## config.mk

```make
export PLATFORM = sky130hd
export DESIGN_NAME = ctx_regs
export DESIGN_NICKNAME = d
export VERILOG_FILES = /design/src/pkg/ctx_regs_pkg.sv /design/src/core/ctx_regs.sv
export SDC_FILE = /design/constraint.sdc
export NUM_CORES = 1
export LEC_CHECK = 0
export ABC_AREA = 1
export CELL_PAD_IN_SITES_DETAIL_PLACEMENT = 0
export CELL_PAD_IN_SITES_GLOBAL_PLACEMENT = 2
export CORE_AREA = 2 2 198 200
export DETAILED_ROUTE_END_ITERATION = 10
export DIE_AREA = 0 0 200 202
export DONT_BUFFER_PORTS = 1
export PLACE_DENSITY_LB_ADDON = 0.1
export SYNTH_ARGS = -nofsm -noshare
export SYNTH_HDL_FRONTEND = slang
export SYNTH_SLANG_ARGS = --single-unit
```

## constraint.sdc

```tcl
create_clock -name mclk -period 4.6 [get_ports mclk]
set_clock_uncertainty 0.2 [all_clocks]
set_input_delay 1.38 -clock mclk [delete_from_list [all_inputs] [get_ports mclk]]
set_output_delay 1.38 -clock mclk [all_outputs]
set_load 0.01 [all_outputs]
```

## src/pkg/ctx_regs_pkg.sv

```systemverilog
// Shared constants and carriers for the per-context bind/restart registers
package ctx_regs_pkg;
    localparam int unsigned DATA_W = 32;
    localparam int unsigned NUM_CTX_MAX = 256;
    localparam int unsigned CTX_IDX_LSB = 21;
    localparam int unsigned CTX_IDX_W = 8;
    localparam int unsigned SCALE_ZERO_LSB = 18;
    localparam int unsigned SCALE_ZERO_W = 3;
    localparam int unsigned BUS_ERR_BIT = 17;
    localparam int unsigned ELEM_LSB = 0;
    localparam int unsigned ELEM_W = 4;
    localparam logic BUS_ERR_RESET = 1'h0;
    localparam logic [ELEM_W-1:0] ELEM_RESET_CTX0 = 4'h0;
    localparam logic DS_STOP_RESET = 1'h0;
    localparam logic LINK_RESET = 1'h0;

    // Register select codes on the coprocessor move port
    localparam logic [1:0] SEL_BINDING = 2'h0;
    localparam logic [1:0] SEL_RESUME = 2'h1;

    typedef enum logic [1:0] {
        RD_BINDING,
        RD_RESUME,
        RD_NONE
    } read_src_e;

    // Coprocessor move request
    typedef struct packed {
        logic rd;
        logic wr;
        logic [1:0] sel;
        logic [7:0] ctx;
        logic [DATA_W-1:0] wdata;
    } cop_req_s;

    // Pipeline view of one context
    typedef struct packed {
        logic halt_req;
        logic in_delay_slot;
        logic [DATA_W-1:0] branch_pc;
        logic [DATA_W-1:0] next_pc;
        logic [DATA_W-1:0] retire_pc;
        logic retire;
        logic ll_exec;
        logic sc_exec;
    } ctx_pipe_s;
endpackage : ctx_regs_pkg

```

## src/core/ctx_regs.sv

```systemverilog
// Per-context binding and resume-address register bank
`timescale 1ns/1ps
`default_nettype none
module ctx_regs
    import ctx_regs_pkg::*;
#(
    parameter int unsigned NUM_CTX = 4,
    parameter logic [NUM_CTX*ELEM_W-1:0] ELEM_PRESET = '0
) (
    input wire logic mclk,
    input wire logic resetn,
    input wire cop_req_s cop_req,
    input wire logic binding_config_enable,
    input wire logic [NUM_CTX-1:0] bus_err_ctx,
    input wire logic [NUM_CTX-1:0] halted,
    input wire ctx_pipe_s [NUM_CTX-1:0] pipe,
    output logic [DATA_W-1:0] rdata,
    output logic rvalid,
    output logic [NUM_CTX-1:0] delay_slot_stop_flag,
    output logic [NUM_CTX-1:0] sc_fail,
    output logic [NUM_CTX*ELEM_W-1:0] owning_element_field
);
    // The index field is eight bits wide, so more contexts cannot be named
    if (NUM_CTX < 1 || NUM_CTX > NUM_CTX_MAX) begin : g_bad_num_ctx
        $error("NUM_CTX out of range");
    end

    typedef struct packed {
        logic [NUM_CTX-1:0] bus_err;
        logic [NUM_CTX-1:0][ELEM_W-1:0] elem;
        logic [NUM_CTX-1:0][DATA_W-1:0] resume;
        logic [NUM_CTX-1:0] ds_stop;
        logic [NUM_CTX-1:0] link;
        logic [NUM_CTX-1:0] link_broken;
        logic [NUM_CTX-1:0] sc_fail;
        logic [NUM_CTX-1:0] was_halted;
        logic [DATA_W-1:0] rdata;
        logic rvalid;
        logic [NUM_CTX-1:0] elem_preset_done;
    } state_s;

    state_s st;
    state_s next_st;
    read_src_e rsrc;

    // Per-context decode of the move port and of pipeline events
    logic [NUM_CTX-1:0] ctx_hit;
    logic [NUM_CTX-1:0] wr_binding;
    logic [NUM_CTX-1:0] wr_resume;
    logic [NUM_CTX-1:0] halt_edge;
    logic [NUM_CTX-1:0] retire_adv;

    for (genvar g = 0; g < NUM_CTX; g++) begin : g_ctx
        // Indices beyond the bank never match, so such writes are dropped and reads return zero
        assign ctx_hit[g] = (cop_req.ctx == 8'(g));
        assign wr_binding[g] = cop_req.wr && ctx_hit[g]
            && (cop_req.sel == SEL_BINDING);
        assign wr_resume[g] = cop_req.wr && ctx_hit[g]
            && (cop_req.sel == SEL_RESUME);
        // Only the first halted cycle captures, later retires are ignored
        assign halt_edge[g] = pipe[g].halt_req && !st.was_halted[g];
        // A branch keeps its own address when its delay slot retires
        assign retire_adv[g] = !halted[g] && pipe[g].retire
            && !pipe[g].in_delay_slot;
    end

    // Built from an empty word so reserved and scale bits cannot leak
    function automatic logic [DATA_W-1:0] binding_word(
        input logic [CTX_IDX_W-1:0] idx,
        input logic be,
        input logic [ELEM_W-1:0] el
    );
        logic [DATA_W-1:0] w;
        w = '0;
        w[CTX_IDX_LSB +: CTX_IDX_W] = idx;
        w[SCALE_ZERO_LSB +: SCALE_ZERO_W] = '0;
        w[BUS_ERR_BIT] = be;
        w[ELEM_LSB +: ELEM_W] = el;
        return w;
    endfunction : binding_word

    always_comb begin
        logic hit;
        logic [DATA_W-1:0] word;
        next_st = st;
        hit = 1'b0;
        word = '0;
        rsrc = RD_NONE;
        next_st.rvalid = cop_req.rd;
        next_st.sc_fail = '0;
        for (int i = 0; i < NUM_CTX; i++) begin
            hit = ctx_hit[i];
            // Preset elements load once after reset, not under reset
            if (!st.elem_preset_done[i]) begin
                next_st.elem[i] = (i == 0) ? ELEM_RESET_CTX0
                    : ELEM_PRESET[i*ELEM_W +: ELEM_W];
                next_st.elem_preset_done[i] = 1'b1;
            end
            if (wr_binding[i]) begin
                next_st.bus_err[i] = cop_req.wdata[BUS_ERR_BIT];
                if (binding_config_enable) begin
                    next_st.elem[i] =
                        cop_req.wdata[ELEM_LSB +: ELEM_W];
                end
            end
            // Set beats a same-cycle software clear; it is assigned after the write
            if (bus_err_ctx[i]) begin
                next_st.bus_err[i] = 1'b1;
            end
            if (retire_adv[i]) begin
                next_st.resume[i] = pipe[i].retire_pc;
            end
            if (halt_edge[i]) begin
                if (pipe[i].in_delay_slot) begin
                    next_st.resume[i] = pipe[i].branch_pc;
                    next_st.ds_stop[i] = 1'b1;
                end else begin
                    next_st.resume[i] = pipe[i].next_pc;
                    next_st.ds_stop[i] = 1'b0;
                end
            end
            next_st.was_halted[i] = halted[i];
            if (pipe[i].ll_exec) begin
                next_st.link[i] = 1'b1;
                next_st.link_broken[i] = 1'b0;
            end
            if (wr_resume[i]) begin
                next_st.resume[i] = cop_req.wdata;
                next_st.ds_stop[i] = 1'b0;
                if (st.link[i] || pipe[i].ll_exec) begin
                    next_st.link_broken[i] = 1'b1;
                end
            end
            if (pipe[i].sc_exec) begin
                next_st.sc_fail[i] = st.link_broken[i] || !st.link[i];
                next_st.link[i] = 1'b0;
                next_st.link_broken[i] = 1'b0;
            end
            if (cop_req.rd && hit) begin
                if (cop_req.sel == SEL_BINDING) begin
                    rsrc = RD_BINDING;
                    word = binding_word(8'(i), st.bus_err[i],
                        st.elem[i]);
                end else if (cop_req.sel == SEL_RESUME) begin
                    rsrc = RD_RESUME;
                    // Running contexts expose the last address retired outside a delay slot
                    word = st.resume[i];
                end
            end
        end
        unique case (rsrc)
            RD_BINDING, RD_RESUME: next_st.rdata = word;
            RD_NONE: next_st.rdata = '0;
        endcase
    end

    always_ff @(posedge mclk or negedge resetn) begin
        if (!resetn) begin
            st <= '0;
        end else begin
            st <= next_st;
        end
    end

    always_comb begin
        for (int i = 0; i < NUM_CTX; i++) begin
            owning_element_field[i*ELEM_W +: ELEM_W] = st.elem[i];
        end
    end
    assign rdata = st.rdata;
    assign rvalid = st.rvalid;
    assign delay_slot_stop_flag = st.ds_stop;
    assign sc_fail = st.sc_fail;
endmodule : ctx_regs
`default_nettype wire

```

# Word-level counts from Yosys, hierarchy flattened
# Cells that the tools add are included.
[totals] ff_bits=202 latch_bits=0 ram_bits=0 romBits=0 in_bits=459 memories=0
[op_classes] add_sub_neg=0 mul=0 n_div=0 order_cmp=0 n_eq_ne=6 shifts=0 n_mux=101 n_bitwise=0 reduce_logical=72
[op_table] cell="$mux 32" count=28
[op_table] cell="$pmux 32 s2" count=1
[op_table] cell="$mux 1" count=48
[op_table] cell="$mux 4" count=12
[op_table] cell="$logic_and 1x1->1" count=28
[op_table] cell="$mux 2" count=12
[op_table] cell="$reduce_bool 2->1" count=12
[op_table] cell="$eq 8x2->1 const B" count=2
[op_table] cell="$logic_not 1->1" count=16
[op_table] cell="$reduce_bool 3->1" count=4
[op_table] cell="$eq 8x1->1 const B" count=1
[op_table] cell="$logic_not 8->1" count=1
[op_table] cell="$logic_or 1x1->1" count=8
[op_table] cell="$eq 2x1->1 const B" count=2
[op_table] cell="$logic_not 2->1" count=2
[op_table] cell="$eq 2x2->1 const B" count=1
[op_table] cell="$reduce_or 2->1" count=1

# Logic depth before layout (Yosys ltp)
[depth] depth_word=16 mapped_depth=11

# Worst setup path after synthesis
# No wires, ideal clock.
[synth_timing] kind="input port to flip-flop" start="in cop_req[37] (netlist name)" end="reg st[163] (netlist name)" setup_ns=0.117 arrival_ns=2.414 t_required_ns=4.283 slack_ns=1.870 cell_stages=10 n_path_buf=2 cell_sequence="nor2_2 > nand2_4 > nor2_4 > nand3_2 > buf_4 > buf_4 > nand2_1 > o21ai_0 > nand2_1 > nand2_1"
[synth_via] elab_chain_len=4 word_cells_on_any_way=5 classes_between="eq/ne: 1; mux: 1; reduce/logical: 3"
[synth_lines] item="start: declaration" line_no="ctx_regs.sv:12" source="input wire cop_req_s cop_req,"
[synth_lines] item="$eq 8x2->1 (*)" line_no="ctx_regs.sv:55" source="assign ctx_hit[g] = (cop_req.ctx == 8'(g));"
[synth_lines] item="$logic_and 1x1->1 (*)" line_no="ctx_regs.sv:58" source="assign wr_resume[g] = cop_req.wr && ctx_hit[g]"
[synth_lines] item="$logic_and 1x1->1 (*)" line_no="ctx_regs.sv:59" source="&& (cop_req.sel == SEL_RESUME);"
[synth_lines] item="$reduce_bool 3->1 (no source line) or $mux 32 (tied branches)"
[synth_lines] item="end signal: assignment" line_no="ctx_regs.sv:161" source="st <= next_st;"
[synth_lines] item="end: declaration" line_no="ctx_regs.sv:42" source="state_s st;"
# Mark *: on every way between the ends. The rest lies on a longest branch, timed or not.
# A chain may end at the register's enable or synchronous reset.

# Final worst setup path
[layout_timing] start="in pipe[403] (netlist name)" end="reg st[174] (netlist name)"
[layout_via] elab_chain_len=3 word_cells_on_any_way=4 classes_between="mux: 2; reduce/logical: 2"
[layout_lines] item="start: declaration" line_no="ctx_regs.sv:16" source="input wire ctx_pipe_s [NUM_CTX-1:0] pipe,"
[layout_lines] item="$logic_and 1x1->1 (*)" line_no="ctx_regs.sv:61" source="assign halt_edge[g] = pipe[g].halt_req && !st.was_halted[g];"
[layout_lines] item="$mux 32" line_no="ctx_regs.sv:113" source="if (halt_edge[i]) begin"
[layout_lines] item="$mux 32" line_no="ctx_regs.sv:127" source="if (wr_resume[i]) begin"
# Marks and branches as above.

==> run_results.csv <==
group,metric,value,unit
placement,gp_congestion,0.8772,
clocking,cts.clk_slew.worst_paths,60,ps
setup_path,max_stage_delay,570,ps
yosys,async_reset_ff_frac,1.000,
setup_path,cpLargestDelayFamily,"simple AND/OR/NAND/NOR gates",
clocking,cts_max_path_buffers,3,
power_and_ir_drop,p_int,3.439,mW
floorplan,die_h,202,um
drt,vias,13350,
worst_hold_path,hold_path_depth,1,
setup_path,worstPathArrival,3400,ps
yosys,synth_fp_nets,2505,
grt,grt_use_total,0.2870,
drt,dr_wl_met3,4.747,mm
floorplan,core,0.03829,sq mm
timing,relSlewSlack,0.4606,
power_and_ir_drop,vdd_drop_max,0.0001824,V
setup_path,end_kind,"register",
drt,drt-met1-wl,27.16,mm
final_layout,layout_common_cells,"nand2_1, o21ai_0, dfrtp_1",
status,status,"completed",
floorplan,rows,72,
timing,finalSetupViolCount,0,
timing,worst_slew_pin_slew,808.3,ps
final_layout,fill_cells,4256,
yosys,netlist_area,0.01328,sq mm
floorplan,fp.dieArea,0.04040,sq mm
timing,finalMaxSlewViolations,0,
timing,rsz0062_at_grt,"false",
clocking,insertion_delay,540,ps
setup_path,cp.buffers_inverters,1,
power_and_ir_drop,sw_frac_of_total,0.2914,
grt,grt_pass1_wl,85.29,mm
yosys,postSynthCellCount,2046,
grt,antenna_found_initial,14,
drt,drtAntennaViolNets,0,
power_and_ir_drop,leakage,6.927,nW
final_layout,layout-drive-gt1-share,0.05075,
clocking,holdBufCountCts,0,
yosys,synth_seq_cells,202,
timing,fmax,311.3,MHz
yosys,syn_avg_cell_area,6.493,sq um
setup_path,crit_cells,6,
final_layout,final_common_cell,"nand2_1",
clocking,numCtsBuffers,26,
timing,hold_viol,0,
drt,route.met2.wl,26.77,mm
clocking,cts.sinks,202,
placement,numPortBuffers,0,
drt,drc_errors,0,
grt,gr-total-overflow,0,
drt,via_per_inst,5.430,
setup_path,crit_fanout,33,
final_layout,multi_input_area,0.006863,sq mm
power_and_ir_drop,combPwrFrac,0.143,
timing,min_period,3212,ps
yosys,yosysTopAreaCell,"dfrtp_1",
setup_path,required,4790,ps
setup_path,crit_top_cell,"nand2_1",
final_layout,fin_area,0.01391,sq mm
setup_path,worstSetupPathType,"in -> reg",
clocking,cts_root_buf,"clkbuf_16",
power_and_ir_drop,power.density,348.9,mW/mm^2
clocking,cts_resized,0,
floorplan,die_w,200,um
yosys,yosys-top-cells-area,"dfrtp_1, nand2_1, o21ai_0, nand3_1, o21ai_1",
drt,routedWlPerCell,24.33,um
drt,wl,59.80,mm
grt,grt_max_degree,203,
power_and_ir_drop,clock_power_share,0.426,
timing,finalCritPeriodShare,0.6983,
clocking,cts_tree,"yes",
setup_path,worstPathCellList,"nand2_1, nand2_1, inv_2, nand2_2, nand2_1, o21ai_0",
worst_hold_path,hold_class,"reg -> reg",
power_and_ir_drop,finalPower,4.854,mW
floorplan,initial_core_util,0.3470,
flow_run,cap_violations,0,
placement,hpwlAfterDp,44.97,mm
final_layout,area_delta_synth_final,4.719,%
yosys,yosysSeqAreaShare,0.3805,
setup_path,startpoint_type,"input pin",
clocking,post_cts_buffers,0,
final_layout,final_util,0.3633,
yosys,synth_flop_cell,"dfrtp_1",
power_and_ir_drop,p_sw,1.414,mW
placement,place_area,0.01304,sq mm
clocking,htreeDepth,1,
final_layout,regArea,0.005055,sq mm
yosys,synth_edf_count,0,
setup_path,r2r_cells,7,
setup_path,crit_path_top_delay_cell,"nand2_2",
drt,dr.max_layer_used,"met5",
final_layout,num-nets-final,2373,
yosys,synth_cell_types,31,
floorplan,num_io_pins,516,
drt,drt_iter0_drc,1155,
drt,dr.pass1.iters,5,
power_and_ir_drop,p_seq_frac,0.431,
yosys,ys.warnings.count,0,
yosys,yosysTopAreaCellShare,0.3805,
timing,setup-tns-final,0,ps
grt,grt_pass1_vias,12830,
## area by class of cell
type	count	share of cell area
Multi-Input combinational cell	1582	0.4933
Sequential cell	202	0.3634
Antenna cell	9	0.001619
Clock inverter	6	0.005936
Tap cell	518	0.04659
Clock buffer	39	0.05541
Timing Repair Buffer	23	0.01241
Inverter	79	0.02132
## synthesized netlist by cell type, drive strengths merged, types with 2 or more instances
library cell and number:
clkbuf 70, o21ai 414, nor3 2, a21boi 3, dfrtp 202, o22a 3, nand3b 2, buf 113
o211ai 2, or2 2, nand3 148, clkinv 5, o22ai 9, nand2 804, nor2 169, inv 74
a21oi 21
## registers in the layout (all words and copies together), names as in the netlist
register,flops
st,145
rdata,32
owning_element_field,16
delay_slot_stop_flag,4
sc_fail,4
rvalid,1
## kinds of logic after synthesis
| group | after synthesis | synth area share |
|---|---|---|
| AO/OA/AOI/OAI | 453 | 0.1736 |
| buffers and inverters | 262 | 0.1029 |
| flip-flops | 202 | 0.3805 |
| other | 1 | 0.0002823 |
| AND/OR/NAND/NOR | 1128 | 0.3428 |
## routing by layer
layer,GRT usage,vias up
met4,0.08122,6
met1,0.4074,6357
met3,0.05690,67
met5,0,-
met2,0.4421,619
li1,-,6297
## path summary, 6_finish.rpt
path                       startpoint                       end  slack (ps)
max reg2reg                    st[40]                   st[174]        1870
max in group asynchronous      resetn  owning_element_field[12]        3310
min reg2reg                    st[51]                sc_fail[2]         250
max                         pipe[403]                   st[174]        1390
min in group asynchronous      resetn                    st[64]         350
min                            st[51]                sc_fail[2]         250
## power groups by stage
stage / Clock (mW) / Combinational, mW / Sequential (mW)
2_1_floorplan: 0 / 0.514 / 2.07
3_3_place_gp: 0 / 0.681 / 2.12
3_5_place_dp: 0 / 0.690 / 2.12
4_1_cts: 2.11 / 0.694 / 2.09
5_1_grt: 2.17 / 0.790 / 2.11
6_report: 2.07 / 0.693 / 2.09
## worst reg2reg max path, stage by stage, from the launching register on
cell,delay [ps]
dfrtp_1,320
inv_1,30
nand2_1,530
nand2_1,150
inv_2,470
nand2_2,600
nand2_1,190
o21ai_0,100
## metrics by stage
step | worst slack (ps) | hold slack (ps) | instances
after floorplan | 1870 | 213.5 | 2046
after global placement | 832.5 | 226.7 | 2404
after detailed placement | 820.0 | 240.3 | 2404
after CTS | 1389 | 242.1 | 2449
after global routing | 1002 | 282.2 | 2458
final | 1388 | 245.3 | 2458
No activity file was read; power rests on OpenSTA's default activity.
